File: src/common/pdl_regs.vh
// register map, field positions, reset values and timing counts of the
// power-down and low-power idle controller; include once per design file.
`ifndef PDL_REGS_VH
`define PDL_REGS_VH
// standard registers
`define PDL_STD_BASIC 5'h00
`define PDL_STD_AUX 5'h1B
`define PDL_BASIC_PD 11
`define PDL_BASIC_ISO 10
`define PDL_BASIC_RST_AN 9
`define PDL_AUX_XTAL_OFF 0
`define PDL_AUX_REG_EN_N 1
// extended spaces
`define PDL_MMD_PROTECTED 5'h01
`define PDL_MMD_VENDOR 5'h02
`define PDL_MMD_PCS 5'h03
`define PDL_MMD_AN 5'h07
`define PDL_PCS_CTRL1 16'h0000
`define PDL_PCS_STAT1 16'h0001
`define PDL_EEE_ADV 16'h003C
`define PDL_EEE_LPA 16'h003D
`define PDL_VND_SPD 16'h0010
`define PDL_VND_COMMON 16'h0011
`define PDL_VND_AFED 16'h0012
`define PDL_PCS_CLK_STOP 10
`define PDL_STAT_RX_LPI 8
`define PDL_STAT_TX_LPI 9
`define PDL_ADV_100 1
`define PDL_ADV_1000 2
`define PDL_SPD_OVERRIDE 0
`define PDL_SPD_PLL_DIS 1
`define PDL_COMMON_REFCLK_EN 0
`define PDL_AFED_RED_AMP_DIS 0
// reset values
`define PDL_ADV_RST 16'h0006
`define PDL_COMMON_RST 16'h0001
// strap and line codes
`define PDL_STRAP_CPD 4'h7
`define PDL_LPI_DATA 8'h01
// timing
`define PDL_CLK_MHZ 100
`define PDL_TICK_US 1
`define PDL_REFRESH_PERIOD_US 20000
`define PDL_REFRESH_BURST_US 200
`define PDL_IDLE_CLK_MIN 9
`endif

File: src/hw/pdl_sat_cnt.v
// saturating counter of events, cleared synchronously.
// assumes inc_i and clr_i are single-cycle terms on the same clock.
module pdl_sat_cnt #(
  parameter W = 4,
  parameter LIMIT = 9
) (
  input wire clk_sys_i,
  input wire rst_i,
  input wire clr_i,
  input wire inc_i,
  output reg [W-1:0] cnt_o,
  output reg hit_o
);
  localparam [W-1:0] LIM = LIMIT;
  reg [W-1:0] cnt_next;

  always @* begin
    cnt_next = cnt_o;
    if (clr_i) begin
      cnt_next = {W{1'b0}};
    end else if (inc_i && cnt_o != LIM) begin
      cnt_next = cnt_o + 1'b1;
    end
  end

  always @(posedge clk_sys_i) begin
    if (rst_i) begin
      cnt_o <= {W{1'b0}};
      hit_o <= 1'b0;
    end else begin
      cnt_o <= cnt_next;
      hit_o <= (cnt_next == LIM);
    end
  end
endmodule

File: src/hw/pdl_top.v
// power-down and low-power idle controller of a gigabit copper transceiver.
// assumes the management access port runs on clk_sys_i; MAC transmit pins,
// the receive clock and the straps come from other domains and are synchronised.
`include "pdl_regs.vh"
module pdl_top #(
  parameter REFRESH_PERIOD_US = `PDL_REFRESH_PERIOD_US,
  parameter REFRESH_BURST_US = `PDL_REFRESH_BURST_US
) (
  input wire clk_sys_i,
  input wire rst_i,
  input wire [3:0] strap_i,
  input wire mgmt_req_i,
  input wire mgmt_we_i,
  input wire mgmt_ext_i,
  input wire [4:0] mgmt_mmd_i,
  input wire [15:0] mgmt_addr_i,
  input wire [15:0] mgmt_wdata_i,
  input wire [15:0] partner_ability_i,
  input wire speed_1000_i,
  input wire tx_en_i,
  input wire tx_er_i,
  input wire [7:0] txd_i,
  input wire rx_clk_i,
  input wire line_sleep_i,
  input wire line_dv_i,
  input wire line_er_i,
  input wire [7:0] line_data_i,
  output reg mgmt_ack_o,
  output reg mgmt_err_o,
  output reg [15:0] mgmt_rdata_o,
  output reg spd_o,
  output reg chip_power_down_state_o,
  output reg int_clk_en_o,
  output reg pll_on_o,
  output reg xtal_on_o,
  output reg regulator_on_o,
  output reg tx_clk_run_o,
  output reg rx_clk_run_o,
  output reg refclk_pin_en_o,
  output reg reduced_amp_o,
  output reg eee_en_o,
  output reg tx_lpi_o,
  output reg rx_lpi_o,
  output reg refresh_o,
  output reg rx_dv_o,
  output reg rx_er_o,
  output reg [7:0] rxd_o
);
  localparam [3:0] ST_NORM = 4'h1;
  localparam [3:0] ST_SPD = 4'h2;
  localparam [3:0] ST_DEAD = 4'h4;
  localparam [3:0] ST_CPD = 4'h8;
  localparam [6:0] TICK_DIV = `PDL_CLK_MHZ * `PDL_TICK_US;
  localparam [14:0] PERIOD = REFRESH_PERIOD_US;
  localparam [14:0] BURST = REFRESH_BURST_US;

  function is_lpi_code;
    input en;
    input er;
    input [7:0] d;
    input gig;
    begin
      is_lpi_code = !en && er &&
        (gig ? (d == `PDL_LPI_DATA) : ({4'h0, d[3:0]} == `PDL_LPI_DATA));
    end
  endfunction

  // ==========================================================
  // synchronisers for pins from other domains
  // ==========================================================
  reg [14:0] sync1_reg;
  reg [14:0] sync2_reg;
  reg rx_clk_d_reg;
  reg strap_taken_reg;

  always @(posedge clk_sys_i) begin
    if (rst_i) begin
      sync1_reg <= 15'h0000;
      sync2_reg <= 15'h0000;
      rx_clk_d_reg <= 1'b0;
    end else begin
      sync1_reg <= {strap_i, rx_clk_i, tx_en_i, tx_er_i, txd_i};
      sync2_reg <= sync1_reg;
      rx_clk_d_reg <= sync2_reg[10];
    end
  end

  wire [3:0] strap_s = sync2_reg[14:11];
  wire rx_clk_rise = sync2_reg[10] && !rx_clk_d_reg;
  wire tx_en_s = sync2_reg[9];
  wire tx_er_s = sync2_reg[8];
  wire [7:0] txd_s = sync2_reg[7:0];

  // ==========================================================
  // configuration registers
  // ==========================================================
  reg [3:0] state_reg;
  reg [3:0] state_next;
  reg [15:0] basic_reg;
  reg [15:0] aux_reg;
  reg [15:0] pcs_ctrl_reg;
  reg [15:0] adv_reg;
  reg [15:0] spd_ctrl_reg;
  reg [15:0] common_reg;
  reg [15:0] afed_reg;
  reg eee_en_reg;
  reg pll_off_reg;
  reg full_rst_reg;
  reg ack_next;
  reg err_next;
  reg [15:0] rdata_next;

  wire cfg_rst = rst_i || full_rst_reg;
  wire in_spd = state_reg[1];
  wire override = spd_ctrl_reg[`PDL_SPD_OVERRIDE];
  wire live = state_reg[0] || state_reg[1];
  wire std_hit = !mgmt_ext_i;
  wire mmd_ok = !in_spd ||
    (override && mgmt_mmd_i != `PDL_MMD_PROTECTED);
  wire acc_ok = std_hit || mmd_ok;
  wire wr = mgmt_req_i && mgmt_we_i && live && acc_ok;
  wire wr_basic = wr && std_hit && mgmt_addr_i[4:0] == `PDL_STD_BASIC;
  wire wr_aux = wr && std_hit && mgmt_addr_i[4:0] == `PDL_STD_AUX;
  wire wr_pcs = wr && !std_hit && mgmt_mmd_i == `PDL_MMD_PCS &&
    mgmt_addr_i == `PDL_PCS_CTRL1;
  wire wr_adv = wr && !std_hit && mgmt_mmd_i == `PDL_MMD_AN &&
    mgmt_addr_i == `PDL_EEE_ADV;
  wire wr_vnd = wr && !std_hit && mgmt_mmd_i == `PDL_MMD_VENDOR;
  wire an_restart = wr_basic && mgmt_wdata_i[`PDL_BASIC_RST_AN];

  // registers are reset only by the pin or the PLL-off exit
  always @(posedge clk_sys_i) begin
    if (cfg_rst) begin
      basic_reg <= 16'h0000;
      aux_reg <= 16'h0000;
      pcs_ctrl_reg <= 16'h0000;
      adv_reg <= `PDL_ADV_RST;
      spd_ctrl_reg <= 16'h0000;
      common_reg <= `PDL_COMMON_RST;
      afed_reg <= 16'h0000;
      eee_en_reg <= 1'b1;
    end else begin
      if (wr_basic) begin
        basic_reg <= mgmt_wdata_i & ~(16'h0001 << `PDL_BASIC_RST_AN);
      end
      if (wr_aux) begin
        aux_reg <= mgmt_wdata_i;
      end
      if (wr_pcs) begin
        pcs_ctrl_reg <= mgmt_wdata_i;
      end
      if (wr_adv) begin
        adv_reg <= mgmt_wdata_i;
      end
      if (wr_vnd && mgmt_addr_i == `PDL_VND_SPD) begin
        spd_ctrl_reg <= mgmt_wdata_i;
      end
      if (wr_vnd && mgmt_addr_i == `PDL_VND_COMMON) begin
        common_reg <= mgmt_wdata_i;
      end
      if (wr_vnd && mgmt_addr_i == `PDL_VND_AFED) begin
        afed_reg <= mgmt_wdata_i;
      end
      // advertisement takes effect only at an autoneg restart
      if (an_restart) begin
        eee_en_reg <= adv_reg[`PDL_ADV_1000] || adv_reg[`PDL_ADV_100];
      end
    end
  end

  // ==========================================================
  // read path
  // ==========================================================
  always @* begin
    rdata_next = 16'h0000;
    err_next = 1'b0;
    ack_next = mgmt_req_i && live;
    if (mgmt_req_i && !acc_ok) begin
      err_next = 1'b1;
    end else if (std_hit) begin
      case (mgmt_addr_i[4:0])
        `PDL_STD_BASIC: rdata_next = basic_reg;
        `PDL_STD_AUX: rdata_next = aux_reg;
        default: rdata_next = 16'h0000;
      endcase
    end else begin
      case ({mgmt_mmd_i, mgmt_addr_i})
        {`PDL_MMD_PCS, `PDL_PCS_CTRL1}: rdata_next = pcs_ctrl_reg;
        {`PDL_MMD_PCS, `PDL_PCS_STAT1}: begin
          rdata_next[`PDL_STAT_RX_LPI] = rx_lpi_o;
          rdata_next[`PDL_STAT_TX_LPI] = tx_lpi_o;
        end
        {`PDL_MMD_AN, `PDL_EEE_ADV}: rdata_next = adv_reg;
        {`PDL_MMD_AN, `PDL_EEE_LPA}: rdata_next = partner_ability_i;
        {`PDL_MMD_VENDOR, `PDL_VND_SPD}: rdata_next = spd_ctrl_reg;
        {`PDL_MMD_VENDOR, `PDL_VND_COMMON}: rdata_next = common_reg;
        {`PDL_MMD_VENDOR, `PDL_VND_AFED}: rdata_next = afed_reg;
        default: rdata_next = 16'h0000;
      endcase
    end
  end

  always @(posedge clk_sys_i) begin
    if (rst_i) begin
      mgmt_ack_o <= 1'b0;
      mgmt_err_o <= 1'b0;
      mgmt_rdata_o <= 16'h0000;
    end else begin
      mgmt_ack_o <= ack_next;
      mgmt_err_o <= ack_next && err_next;
      mgmt_rdata_o <= ack_next ? rdata_next : 16'h0000;
    end
  end

  // ==========================================================
  // power state machine
  // ==========================================================
  always @* begin
    state_next = state_reg;
    case (state_reg)
      ST_NORM: begin
        if (basic_reg[`PDL_BASIC_PD]) begin
          state_next = ST_SPD;
        end
      end
      ST_SPD: begin
        if (pll_off_reg && aux_reg[`PDL_AUX_XTAL_OFF]) begin
          state_next = ST_DEAD;
        end else if (!basic_reg[`PDL_BASIC_PD]) begin
          state_next = ST_NORM;
        end
      end
      ST_DEAD: state_next = ST_DEAD;
      ST_CPD: state_next = ST_CPD;
      default: state_next = ST_NORM;
    endcase
  end

  // straps are caught once, at the third edge after release, past the synchroniser
  reg [1:0] strap_wait_reg;

  always @(posedge clk_sys_i) begin
    if (rst_i) begin
      state_reg <= ST_NORM;
      strap_taken_reg <= 1'b0;
      strap_wait_reg <= 2'h0;
      pll_off_reg <= 1'b0;
      full_rst_reg <= 1'b0;
    end else begin
      full_rst_reg <= 1'b0;
      if (!strap_taken_reg) begin
        strap_wait_reg <= strap_wait_reg + 2'h1;
      end
      if (!strap_taken_reg && strap_wait_reg == 2'h2) begin
        strap_taken_reg <= 1'b1;
        if (strap_s == `PDL_STRAP_CPD) begin
          state_reg <= ST_CPD;
        end
      end else begin
        state_reg <= state_next;
      end
      if (state_reg[0] && state_next[1]) begin
        pll_off_reg <= spd_ctrl_reg[`PDL_SPD_PLL_DIS];
      end
      if (state_reg[1] && state_next[0]) begin
        pll_off_reg <= 1'b0;
        full_rst_reg <= pll_off_reg;
      end
    end
  end

  // ==========================================================
  // low-power idle paths
  // ==========================================================
  // the MAC keeps the pattern nine gigabit clocks before stopping its clock,
  // so the sampled pattern is still seen after that clock halts
  wire tx_lpi_now = eee_en_reg && state_reg[0] &&
    is_lpi_code(tx_en_s, tx_er_s, txd_s, speed_1000_i);
  // leaving on the first non-sleep code keeps traffic flowing
  wire rx_lpi_now = eee_en_reg && state_reg[0] && line_sleep_i;
  wire any_lpi = tx_lpi_now || rx_lpi_now;
  wire idle_hit;

  pdl_sat_cnt #(
    .W(4),
    .LIMIT(`PDL_IDLE_CLK_MIN)
  ) u_rx_idle_cnt (
    .clk_sys_i(clk_sys_i),
    .rst_i(rst_i),
    .clr_i(!rx_lpi_now),
    .inc_i(rx_clk_rise),
    .cnt_o(),
    .hit_o(idle_hit)
  );

  // refresh cadence counted in microseconds; low limits used so both sit in range
  reg [6:0] div_reg;
  reg [14:0] us_reg;
  wire tick = (div_reg == TICK_DIV - 7'h01);

  always @(posedge clk_sys_i) begin
    if (rst_i || !any_lpi) begin
      div_reg <= 7'h00;
      us_reg <= 15'h0000;
    end else begin
      div_reg <= tick ? 7'h00 : div_reg + 7'h01;
      if (tick) begin
        us_reg <= (us_reg == PERIOD - 15'h0001) ? 15'h0000 : us_reg + 15'h0001;
      end
    end
  end

  // ==========================================================
  // output flops
  // ==========================================================
  wire norm = state_reg[0];
  wire ovr_spd = in_spd && override && !pll_off_reg;
  wire mac_clk = norm || (ovr_spd && !basic_reg[`PDL_BASIC_ISO]);

  always @(posedge clk_sys_i) begin
    if (rst_i) begin
      spd_o <= 1'b0;
      chip_power_down_state_o <= 1'b0;
      int_clk_en_o <= 1'b1;
      pll_on_o <= 1'b1;
      xtal_on_o <= 1'b1;
      regulator_on_o <= 1'b1;
      tx_clk_run_o <= 1'b1;
      rx_clk_run_o <= 1'b1;
      refclk_pin_en_o <= 1'b0;
      reduced_amp_o <= 1'b1;
      eee_en_o <= 1'b1;
      tx_lpi_o <= 1'b0;
      rx_lpi_o <= 1'b0;
      refresh_o <= 1'b0;
      rx_dv_o <= 1'b0;
      rx_er_o <= 1'b0;
      rxd_o <= 8'h00;
    end else begin
      spd_o <= in_spd;
      chip_power_down_state_o <= state_reg[3];
      int_clk_en_o <= norm || ovr_spd;
      pll_on_o <= norm || (in_spd && !pll_off_reg);
      xtal_on_o <= norm || in_spd;
      regulator_on_o <= live && !aux_reg[`PDL_AUX_REG_EN_N];
      tx_clk_run_o <= mac_clk;
      rx_clk_run_o <= mac_clk && !(pcs_ctrl_reg[`PDL_PCS_CLK_STOP] && idle_hit);
      refclk_pin_en_o <= (norm || ovr_spd) && common_reg[`PDL_COMMON_REFCLK_EN];
      reduced_amp_o <= norm && !afed_reg[`PDL_AFED_RED_AMP_DIS];
      eee_en_o <= eee_en_reg;
      tx_lpi_o <= tx_lpi_now;
      rx_lpi_o <= rx_lpi_now;
      refresh_o <= any_lpi && us_reg < BURST;
      if (rx_lpi_now) begin
        rx_dv_o <= 1'b0;
        rx_er_o <= 1'b1;
        rxd_o <= `PDL_LPI_DATA;
      end else begin
        rx_dv_o <= norm && line_dv_i;
        rx_er_o <= norm && line_er_i;
        rxd_o <= norm ? line_data_i : 8'h00;
      end
    end
  end
endmodule

File: config.mk
export PLATFORM = sky130hd
export DESIGN_NAME = pdl_top
export DESIGN_NICKNAME = d
export VERILOG_FILES = /design/src/hw/pdl_sat_cnt.v /design/src/hw/pdl_top.v
export VERILOG_INCLUDE_DIRS = /design/src /design/src/common
export SDC_FILE = /design/constraint.sdc
export NUM_CORES = 1
export LEC_CHECK = 0
export BUFFER_PORTS_ARGS = -buffer_cell sky130_fd_sc_hd__clkbuf_2
export CORE_MARGIN = 3
export CORE_UTILIZATION = 55
export DETAILED_ROUTE_END_ITERATION = 8
export PLACE_DENSITY = 0.77
export RECOVER_POWER = 50
export REMOVE_ABC_BUFFERS = 1
export SYNTH_ARGS = -nofsm -noshare
export SYNTH_HDL_FRONTEND = slang
export SYNTH_SLANG_ARGS = --single-unit
File: constraint.sdc
create_clock -name clk_sys_i -period 7.1 [get_ports clk_sys_i]
set_clock_uncertainty 0.15 [all_clocks]
set_input_delay 0.355 -clock clk_sys_i [delete_from_list [all_inputs] [get_ports clk_sys_i]]
set_output_delay 0.355 -clock clk_sys_i [all_outputs]
set_load 0.005 [all_outputs]
; ---- After elaboration in Yosys (flattened, before gate mapping)
; Cells that the tools add are included.
[totals]
ff_bits = 221
in_bits = 85
output_inout_bits = 42
wordCells = 174
[classes]
add_sub_neg = 4
n_lt_le_gt_ge = 1
n_eq_ne = 31
n_mux = 19
n_bitwise = 3
reduce_logical = 74
[op_table]
columns = cell, n
row1 = "21-bit by 18-bit equality test with 1-bit output, second input constant", 5
row2 = "16-bit by 5-bit equality test with 1-bit output, second input constant", 3
row3 = 8-bit case mux with 6 select lines, 1
row4 = 1-bit logical AND, 43
row5 = "21-bit by 19-bit equality test with 1-bit output, second input constant", 2
row6 = 6-bit case mux with 6 select lines, 1
row7 = 16-bit case mux with 2 select lines, 1
row8 = 4-bit two-way mux, 7
row9 = "16-bit by 6-bit equality test with 1-bit output, second input constant", 1
row10 = 16-bit zero test, 1
row11 = 16-bit two-way mux, 1
row12 = 4-bit case mux with 4 select lines, 1
row13 = "15-bit by 1-bit adder with 15-bit output, second input constant", 1
row14 = "15-bit equality test, second input constant", 1
row15 = "15-bit by 8-bit less-than comparator with 1-bit output, second input constant", 1
row16 = 15-bit two-way mux, 1
row17 = 2-bit case mux with 7 select lines, 1
row18 = 1-bit zero test, 12
row19 = "5-bit by 2-bit equality test with 1-bit output, second input constant", 2
row20 = 1-bit logical OR, 10
row21 = "4-bit by 1-bit equality test with 1-bit output, second input constant", 2
row22 = "4-bit by 3-bit equality test with 1-bit output, second input constant", 2
row23 = "4-bit equality test, second input constant", 2
row24 = "8-bit by 1-bit equality test with 1-bit output, second input constant", 1
row25 = 18 further kinds, 29

; ---- Longest topological paths before layout
; Gate-level depths: netlist of the first run.
[logic_depth]
depth_word = 8
depth_mapped = 8
depth_no_buf = 7

; ---- By module
; Synthesis of the first run repeated with hierarchy kept, for this count alone.
[hier_totals]
hier_cells = 940
hier_area_um2 = 9105.0
[by_module_without_submodules]
columns = mod, instances, cells_each, area_each_um2, seq_area_each_um2
row1 = pdl_top, 1, 908, 8822.2, 4324.1
row2 = pdl_sat_cnt, 1, 32, 282.8, 100.1

; ---- Worst setup path after synthesis of the first run
; Ideal clock, no wire load.
[synth_timing]
path_type = input to register
startpoint = input port mgmt_addr_i[1]
endpoint = register pcs_ctrl_reg[10]
setup_ns = 0.128
t_arrival_ns = 2.675
t_required_ns = 6.822
path_slack_ns = 4.148
stages = 8
n_path_buf = 3
path_cell_list = buf_6 > or4_4 > or4_4 > buf_6 > a2111oi_4 > buf_6 > mux2i_1 > nor2_1
[synth_via]
elab_chain_len = 2
[synth_lines]
columns = item, line
row1 = "start, declared", pdl_top.v:16  ; input wire [15:0] mgmt_addr_i,
row2 = 16-bit zero test (no line), n/a
row3 = 1-bit logical AND (no line), n/a
row4 = "end signal, assigned", pdl_top.v:150  ; pcs_ctrl_reg <= mgmt_wdata_i;
row5 = "end, declared", pdl_top.v:101  ; reg [15:0] pcs_ctrl_reg;
; Every way passes these cells.
; A chain may end at the register's enable or synchronous reset.

; ---- Final worst setup path of the first run
[layout_timing]
startpoint = input port rst_i
endpoint = register common_reg[15]
[layout_via]
elab_chain_len = 1
[layout_lines]
columns = item, line
row1 = "start, declared", pdl_top.v:10  ; input wire rst_i,
row2 = 1-bit logical OR, pdl_top.v:113  ; wire cfg_rst = rst_i || full_rst_reg;
row3 = "end signal, assigned", pdl_top.v:139  ; common_reg <= `PDL_COMMON_RST;
row4 = "end signal, assigned", pdl_top.v:159  ; common_reg <= mgmt_wdata_i;
row5 = "end, declared", pdl_top.v:104  ; reg [15:0] common_reg;
; Every way passes these cells.

==> results of run 1 <==
-- layer usage --
metal,GRT usage (%),vias to the layer above
met5,0,-
met3,4.43,39
met2,38.9,258
met4,6.35,0
met1,32.9,3407
li1,-,3576
-- synthesized netlist by cell type (all sizes together) (2+ instances only) --
cell type / count / share of area [%]
and2: 6 / 0.43
nor2: 109 / 4.7
xor2: 9 / 0.90
a221oi: 28 / 2.8
nand3: 13 / 0.74
o31ai: 17 / 1.5
nor3b: 2 / 0.17
dfxtp: 221 / 50
o211ai: 2 / 0.17
or4: 6 / 0.60
nand2b: 4 / 0.29
ha: 5 / 0.71
nor4: 10 / 0.71
nor2b: 40 / 2.9
inv: 11 / 0.47
or3: 3 / 0.21
nand4b: 2 / 0.20
nor4b: 3 / 0.30
nand2: 125 / 5.4
mux2i: 81 / 9.2
nand4: 5 / 0.36
buf: 13 / 0.93
nor4bb: 2 / 0.23
nor3: 17 / 0.97
nand3b: 2 / 0.17
o2111ai: 3 / 0.30
a2111oi: 3 / 0.94
or2: 5 / 0.36
xnor2: 14 / 1.4
a22o: 2 / 0.20
o2111a: 2 / 0.26
a211oi: 16 / 1.4
and3: 21 / 1.5
clkbuf: 42 / 1.8
o21ai: 15 / 0.86
a22oi: 17 / 1.5
a21oi: 51 / 2.9
-- critical path: stages --
cell	delay, ns
clkbuf_2	0.07
clkbuf_1	1.39
or2_2	0.30
clkbuf_2	1.52
nor2_1	0.15
-- path summary, 6_finish.rpt --
kind | cells past startpoint | slack (ns) | endpoint | start
hold reg to reg | 1 | 0.29 | sync2_reg[13] | sync1_reg[13]
hold / removal | 3 | 0.02 | aux_reg[3] | mgmt_wdata_i[3]
setup reg to reg | 5 | 3.96 | spd_ctrl_reg[8] | state_reg[1]
setup / recovery | 5 | 3.35 | common_reg[15] | rst_i
-- area by class of cell --
cell class | count | area (um2) | area share [%]
timing repair buffer | 164 | 955 | 9.05
inverter | 11 | 41.3 | 0.391
multi-input combinational | 652 | 4070 | 38.6
clock buffer | 29 | 658 | 6.24
tap | 211 | 264 | 2.50
sequential | 221 | 4420 | 41.9
clock inverter | 11 | 138 | 1.30
-- where the power goes --
part / total (mW) / internal (mW) / switching [mW] / leakage [nW]
clock: 1.25 / 0.763 / 0.486 / 0.401
combinational: 0.193 / 0.0827 / 0.111 / 1.98
sequential: 1.30 / 1.28 / 0.0196 / 1.79
total: 2.74 / 2.12 / 0.616 / 4.17
-- kinds of logic (layout without fill, tap and decap cells) --
group,Yosys count,in the layout,share of synthesized area (%)
DFF,221,221,50.5
xor gates and xnor gates,23,23,2.30
muxes,81,81,9.25
and+or+nand+nor,379,379,20.6
AOI/OAI and AO/OA,164,164,13.5
buffers and inverters,66,215,3.20
adders and majority gates,5,5,0.714
==> metrics, run 1 <==
initial antenna violation count=0; Area after DPL=9530 um2; Port Buffers=around 130; commonest non-fill, non-tap cell in the layout=dfxtp_1; DRC viols=0; Diodes inserted=0; Core Util, Final=68.7%; Detail Route Antenna Nets=0; post-synthesis sequential area ratio=50.5%; unrepaired setup endpoints after global routing=false; Max IR drop VDD=0.180 mV; final setup fails=0; max cap viols=2; final hold violation count=0; critical path peak fanout=roughly 110; Max Used Layer=met4; clk slew on worst S/H paths=0.07 ns; path category of the worst min-delay check=in -> reg; Most used DFF post-synth=dfxtp_1; Die Ht=132 um; P per Cell Area=260 nW/um2; met2 wire len=9.80 mm; met3 routed WL=1.54 mm; Synth Instances=939; area of the core=roughly 15,000 um2; status=finished, violations left; cell area after synthesis=roughly 9000 um2; worst slew pin tran=2.19 ns; Num CTS Buffers=22; vias=7,280; final instance area=10,600 um2; Top Ports=127; Total Power=2.74 mW; # fillers=between 1,000 and 1,500; root buffer cell=clkbuf_16; placed insts=1,234; first-pass GRT wire length=35.0 mm; total negative slack=0 ns; Avg Cell Area, Syn=approximately 9.3 um2; pre-CTS WS=3.39 ns; area of the die=17,500 um2; Skew-Pair Late Insertion Delay=about 0.50 ns; Fin Hold WS=approximately 0.016 ns; grt total ovfl=0; DRT iter0 DRCs=622; Num Clock Sinks=221; worst path arrival time=between 3 and 4 ns; Tot GR Track Use=23.9%; DRT Pass-1 Iters=7; Longest Clk Path Bufs=3; WP data required=7.25 ns; post-CTS resize count=0; Setup crit end kind=register; period utilization=between 50% and 60%; post-layout net count=1,162; number of flops mapped to enable cells by yosys=0; fin crit period=3.75 ns; Startpoint Class=input pin; Max Clk Rate=~270 MHz; RD Place Congestion=0.847; Routed met1 length=just under 10 mm; cell row count=45; pin count of the biggest net entering global routing=109; failing checks=capacitance limit, slew limit; Netlist cell types=54; area delta synth->final=20.4%; Yosys reg bits=221; hold buffer count at cts=25; dpl hpwl=roughly 14 mm; Slew HR=-46.0%; final non-filler cell total=1,299; final WL=21.7 mm; setup ws final=3.35 ns; TritonCTS clock tree=built; die width=about 130 um; total number of yosys warnings=0; critical path type=in -> reg; CTS H-Tree Depth=1; layout cells sized above 1=between 10% and 20%; leakage=4.17 nW; vias in the first global route=6,913; vias per cell=5.60; fraction of registers with async set/reset=0%; starting density of the core=57.0%; routed len/inst=16.7 um; post-CTS setup buffers=0; max-slew violation count=~160; commonest non-fill, non-tap cells in the layout=dfxtp_1, nand2_1, clkbuf_2
Note: power is estimated with default switching activity, not from simulation.
==> inputs of run 2 (changes only) <==
- CORE_UTILIZATION: 55 -> 51
- PLACE_DENSITY: 0.77 -> 0.75
- clock period: 7.1 -> 3.15 ns (I/O delays scaled with it)
==> run 2 against run 1 <==
  * The run now ends clean
  * Hold slack gained 0.0086 ns
  * Via count rose by 3.5%
  * Core utilization fell by 2.7 points
  * Sequential share of layout area decreased by 1.8 points
  * Die area up 7.5%
  * Worst setup slack got worse by 2.6 ns
==> metrics, run 2 (same netlist as run 1, synthesis figures left out) <==
Tot GR Track Use=25.0%; max cap viols=0; post-CTS setup buffers=0; period utilization=between 70 and 80%; r2r worst-path depth=6; Total Power=6.55 mW; Slew HR=34.9%; Num CTS Buffers=23; Max IR drop VDD=0.485 mV; status=finished clean; area of the core=16,700 um2; WP data required=3.35 ns; DRT iter0 DRCs=754; first-pass GRT wire length=roughly 38 mm; Diodes inserted=0; post-layout net count=1,205; met3 usage=4.38%; Die Ht=137 um; dpl hpwl=around 15 mm; worst slew pin tran=a little under 1 ns; critical path type=reg -> reg; layout cells sized above 1=16.4%; Startpoint Class=register; grt met1 use=35.4%; GR Layer Usage met2=39.4%; total negative slack=0 ns; starting density of the core=approximately 52%; Num Clock Sinks=221; leakage=roughly 4.4 nW; TritonCTS clock tree=built; final setup fails=0; max-slew violation count=0; CTS H-Tree Depth=1; initial antenna violation count=1; worst path arrival time=2.60 ns; clk slew on worst S/H paths=0.06 ns; CP peak stage delay=0.53 ns; hold buffer count at cts=46; vias in the first global route=7,164; Longest Clk Path Bufs=3; # fillers=approximately 1,400; unrepaired setup endpoints after global routing=false; area of the die=18,800 um2; commonest non-fill, non-tap cell in the layout=dfxtp_1; Setup crit end kind=register; final hold violation count=0; busiest grt layer=met2; crit path cell chain=nor2b_1, nand2_1, a2111oi_4, buf_4, mux2i_1, nor2_1; critical path endpoint=spd_ctrl_reg[4]; reg2reg end=spd_ctrl_reg[4]; Skew-Pair Late Insertion Delay=roughly 0.51 ns; P per Cell Area=594 nW/um2; DRT Pass-1 Iters=5; fin crit period=between 2 and 2.5 ns; Detail Route Antenna Nets=0; grt total ovfl=0; final WL=23.7 mm; worst r2r src=state_reg[0]; path category of the worst min-delay check=in -> reg; routed len/inst=17.5 um; Critical Path Source=state_reg[0]; pin count of the biggest net entering global routing=63; post-CTS resize count=0; die width=137 um; commonest non-fill, non-tap cells in the layout=dfxtp_1, nand2_1, nor2_1; DRC viols=0; vias per cell=5.57; Port Buffers=126; area delta synth->final=25.7%; cell row count=47; root buffer cell=clkbuf_16; critical path peak fanout=11; Critical-path top delay cell=dfxtp_1; Top Ports=127; vias=7,532; Max Clk Rate=418 MHz; RD Place Congestion=0.870; r2r setup slk=0.76 ns
run 2: critical path: cells and delay by family (launching register included):
family / cells / cell delay, ns
and+or+nand+nor: 3 / 0.63
DFF: 1 / 0.53
buffers and inverters: 1 / 0.33
AOI/OAI and AO/OA: 1 / 0.37
muxes: 1 / 0.22
run 2: report_power, final:
part	internal (mW)	total, mW	switching (mW)
Clock	2.02	3.15	1.13
Combinational	0.208	0.474	0.267
Sequential	2.88	2.92	0.0461
Total	5.11	6.55	1.44
run 2: stage by stage:
stage | worst slack (ns) | utilization [%] | hold slack, ns | cell area [um2] | instances
4_1_cts | 0.827 | 66.3 | 0.0115 | 11100 | 1352
5_1_grt | 0.466 | 66.0 | 0.0749 | 11000 | 1352
3_3_place_gp | 0.442 | 58.2 | 0.200 | 9710 | 1264
2_1_floorplan | 0.240 | - | 0.0742 | 8530 | 884
6_report | 0.757 | 66.0 | 0.0242 | 11000 | 1352
3_5_place_dp | 0.400 | 58.2 | 0.211 | 9710 | 1264
run 2: worst min path at each step:
stage                        start         end  slack [ns]  cells after the start
floorplan                    rst_i       spd_o        0.07                      1
global placement         line_er_i     rx_er_o        0.20                      3
detailed placement  line_data_i[0]    rxd_o[0]        0.21                      3
CTS                  mgmt_mmd_i[1]  mgmt_err_o        0.01                      5
global route         mgmt_mmd_i[1]  mgmt_err_o        0.07                      5
finish               mgmt_mmd_i[1]  mgmt_err_o        0.02                      5
run 2: area by class of cell:
| class | instances | area [um2] | share of cell area [%] |
|---|---|---|---|
| Clock buffer | 25 | 593 | 5.38 |
| Timing Repair Buffer | 206 | 1320 | 11.9 |
| Multi-Input combinational cell | 652 | 4070 | 36.9 |
| Sequential cell | 221 | 4420 | 40.1 |
| Inverter | 11 | 41.3 | 0.375 |
| Clock inverter | 17 | 300 | 2.72 |
| Tap cell | 220 | 275 | 2.50 |
run 2: metal layers:
layer	wire [um]	vias up	share of wire, %
li1	-	3662	-
met1	10400	3509	44
met2	10900	317	46
met3	1920	42	8.1
met4	500	2	2.1
met5	13	-	0.055
==> inputs of run 3 (changes only) <==
- ABC_AREA: unset -> 1
- CORE_UTILIZATION: 51 -> 55
- PLACE_DENSITY: 0.75 -> 0.77
- clock period: 3.15 -> 2.5 ns (I/O delays scaled with it)
==> run 3 against run 2 <==
  * Core utilization increased by 4.6 points
  * Synthesized cell count increased by 35%
  * Critical endpoint is now aux_reg[10]
  * Non-clock buffer count increased by 1
  * Critical path depth unchanged
  * Worst setup slack got worse by 0.52 ns
  * Cell count increased by 24%
  * Power increased by 22%
  * Design area increased by 2.8%
  * Sequential cell count unchanged
==> metrics, run 3 <==
status=finished clean; Synth Instances=about 1,300; Detail Route Antenna Nets=0; area of the core=around 16,000 um2; Most used DFF post-synth=dfxtp_1; WP data required=2.78 ns; cell area after synthesis=approximately 9000 um2; path category of the worst min-delay check=in -> reg; vias in the first global route=8,101; share of the synthesized area in the top cell type=48.4%; critical path peak fanout=18; Critical-path top delay cell=clkbuf_1; r2r worst-path depth=6; fraction of registers with async set/reset=0%; top post-synthesis cells by count=nor2_1, dfxtp_1, nand2_1; DRC viols=0; min-delay src=partner_ability_i[9]; r2r setup slk=0.23 ns; final setup fails=0; commonest non-fill, non-tap cells in the layout=nor2_1, dfxtp_1, nand2_1; RD Place Congestion=0.931; Total Power=8.02 mW; pin count of the biggest net entering global routing=around 110; max-slew violation count=0; Port Buffers=126; Die Ht=roughly 130 um; area of the die=18,200 um2; worst path arrival time=approximately 2.6 ns; die width=135 um; routed len/inst=around 15 um; layout cells sized above 1=13.1%; vias=8,821; Psw=1.94 mW; Startpoint Class=register; starting density of the core=a little under three fifths; crit path cell chain=nor2_1, nor2_1, nand3_1, clkbuf_1, o21ai_0, a21oi_1; Slew HR=46.3%; cell row count=46; # fillers=1,315; post-layout net count=1,538; pre-CTS WS=0.423 ns; number of flops mapped to enable cells by yosys=0; busiest grt layer=met2; Tot GR Track Use=roughly 27%; Max IR drop VDD=a little under 0.7 mV; Seq pwr share=between 40 and 50%; Fin Hold WS=0.0296 ns; CP peak stage delay=roughly 0.63 ns; post-CTS setup buffers=0; GR Layer Usage met2=between 40% and 50%; setup ws final=0.232 ns; dpl hpwl=~16 mm; area of the multi-input gates=3940 um2; Max Clk Rate=441 MHz; Num CTS Buffers=23; Num Clock Sinks=221; final hold violation count=0; worst slew pin tran=0.806 ns; vias per cell=5.25; max cap viols=0; Top Ports=127; commonest non-fill, non-tap cell in the layout=nor2_1; Yosys reg bits=about 220; Area after DPL=9970 um2; main area contributors after synthesis=dfxtp_1, nor2_1, nand2_1; P per Cell Area=707 nW/um2; Longest Clk Path Bufs=3; clk slew on worst S/H paths=around 0.06 ns; final WL=24.9 mm; leakage=between 4 and 5 nW; reg2reg end=aux_reg[10]; first-pass GRT wire length=about 40 mm; Switching Fraction=24.3%; DRT Pass-1 Iters=5; grt met1 use=36.0%; unrepaired setup endpoints after global routing=false; fin crit period=2.27 ns; TritonCTS clock tree=built; Skew-Pair Late Insertion Delay=0.51 ns; Diodes inserted=0; most used cell, CP=nor2_1; total number of yosys warnings=0; DRT iter0 DRCs=641; Netlist cell types=42; Clock Power Share=between 40% and 50%; period utilization=roughly 90%; Hold Crit Depth=7; grt total ovfl=0; CTS H-Tree Depth=1; register area=4420 um2; final instance area=around 11,000 um2; Avg Cell Area, Syn=just over 7 um2; internal power=6.07 mW; most common cell in the synthesized netlist=nor2_1; hold-critical path endpoint=mgmt_rdata_o[9]; post-synthesis sequential area ratio=48.4%; met3 usage=4.28%; root buffer cell=clkbuf_16; critical path type=reg -> reg; initial antenna violation count=0; combinational power share=10.1%; Setup crit end kind=register; area delta synth->final=23.9%; worst r2r src=state_reg[0]; post-synth top area cell=dfxtp_1
-- run 3: cell types whose count changed in the layout (fill, tap and decap cells not counted), sizes merged, moves of 28 or more --
cell / before / now
mux2i: 81 / 0
a221oi: 28 / 0
inv: 12 / 138
nor2b: 40 / 0
o21ai: 15 / 128
nand2: 125 / 210
nor2: 109 / 297
nand3: 13 / 58
-- run 3: repair_timing --
item,4_1_cts,5_1_grt
endpoints found under the hold margin,164,0
setup endpoints to repair,0,0
gates resized for setup,0,0
hold buffers,62,0
-- run 3: critical path, delay by kind of cell (launching register included) --
| kind | cells | cell delay, ns |
|---|---|---|
| DFF | 1 | 0.37 |
| AOI/OAI and AO/OA | 2 | 0.35 |
| and+or+nand+nor | 3 | 0.70 |
| buffers and inverters | 1 | 0.63 |
-- run 3: worst max path at each step --
stage / from / cells after the start / slack (ns) / to
3_5_place_dp: state_reg[1] / 7 / 0.42 / common_reg[11]
5_1_grt: state_reg[0] / 6 / 0.07 / aux_reg[7]
4_1_cts: state_reg[1] / 7 / 0.39 / common_reg[11]
6_report: state_reg[0] / 6 / 0.23 / aux_reg[10]
3_3_place_gp: div_reg[0] / 9 / 0.46 / us_reg[7]
2_1_floorplan: full_rst_reg / 3 / -0.97 / aux_reg[0]
-- run 3: layout make-up --
cell class | count | share of cell area, %
clock buffers | 35 | 6.01
clock inverters | 7 | 0.883
inverters | 141 | 4.70
multi-input cells | 854 | 34.8
flip-flops and latches | 221 | 39.1
well taps | 216 | 2.39
repair buffers | 207 | 12.2
-- run 3: power by group through the flow --
stage	sequential, mW	clock (mW)	combinational (mW)
after detailed placement	3.80	0	0.734
after floorplan	3.80	0	0.401
final	3.73	3.48	0.813
after global routing	3.74	3.67	0.920
after CTS	3.72	3.53	0.818
after global placement	3.80	0	0.725
-- run 3: routing by layer --
layer / routed length, um / vias up
met5: 0 / -
met4: 936 / 0
met3: 1780 / 73
met2: 11400 / 320
met1: 10800 / 4013
li1: - / 4415
-- run 3: cell families after synthesis --
family | after synthesis | share of synthesized area, %
adders and majority gates | 5 | 0.684
DFF | 221 | 48.4
buffers and inverters | 190 | 8.58
xor gates and xnor gates | 8 | 0.766
and+or+nand+nor | 626 | 29.2
AOI/OAI and AO/OA | 215 | 12.4
-- run 3: metrics by stage --
stage	util (%)	cells	setup TNS, ns
finish	70.6	1681	0
global route	70.6	1681	0
CTS	70.8	1681	0
detailed placement	62.1	1577	0
global placement	62.1	1577	0
floorplan	-	1216	-102.59
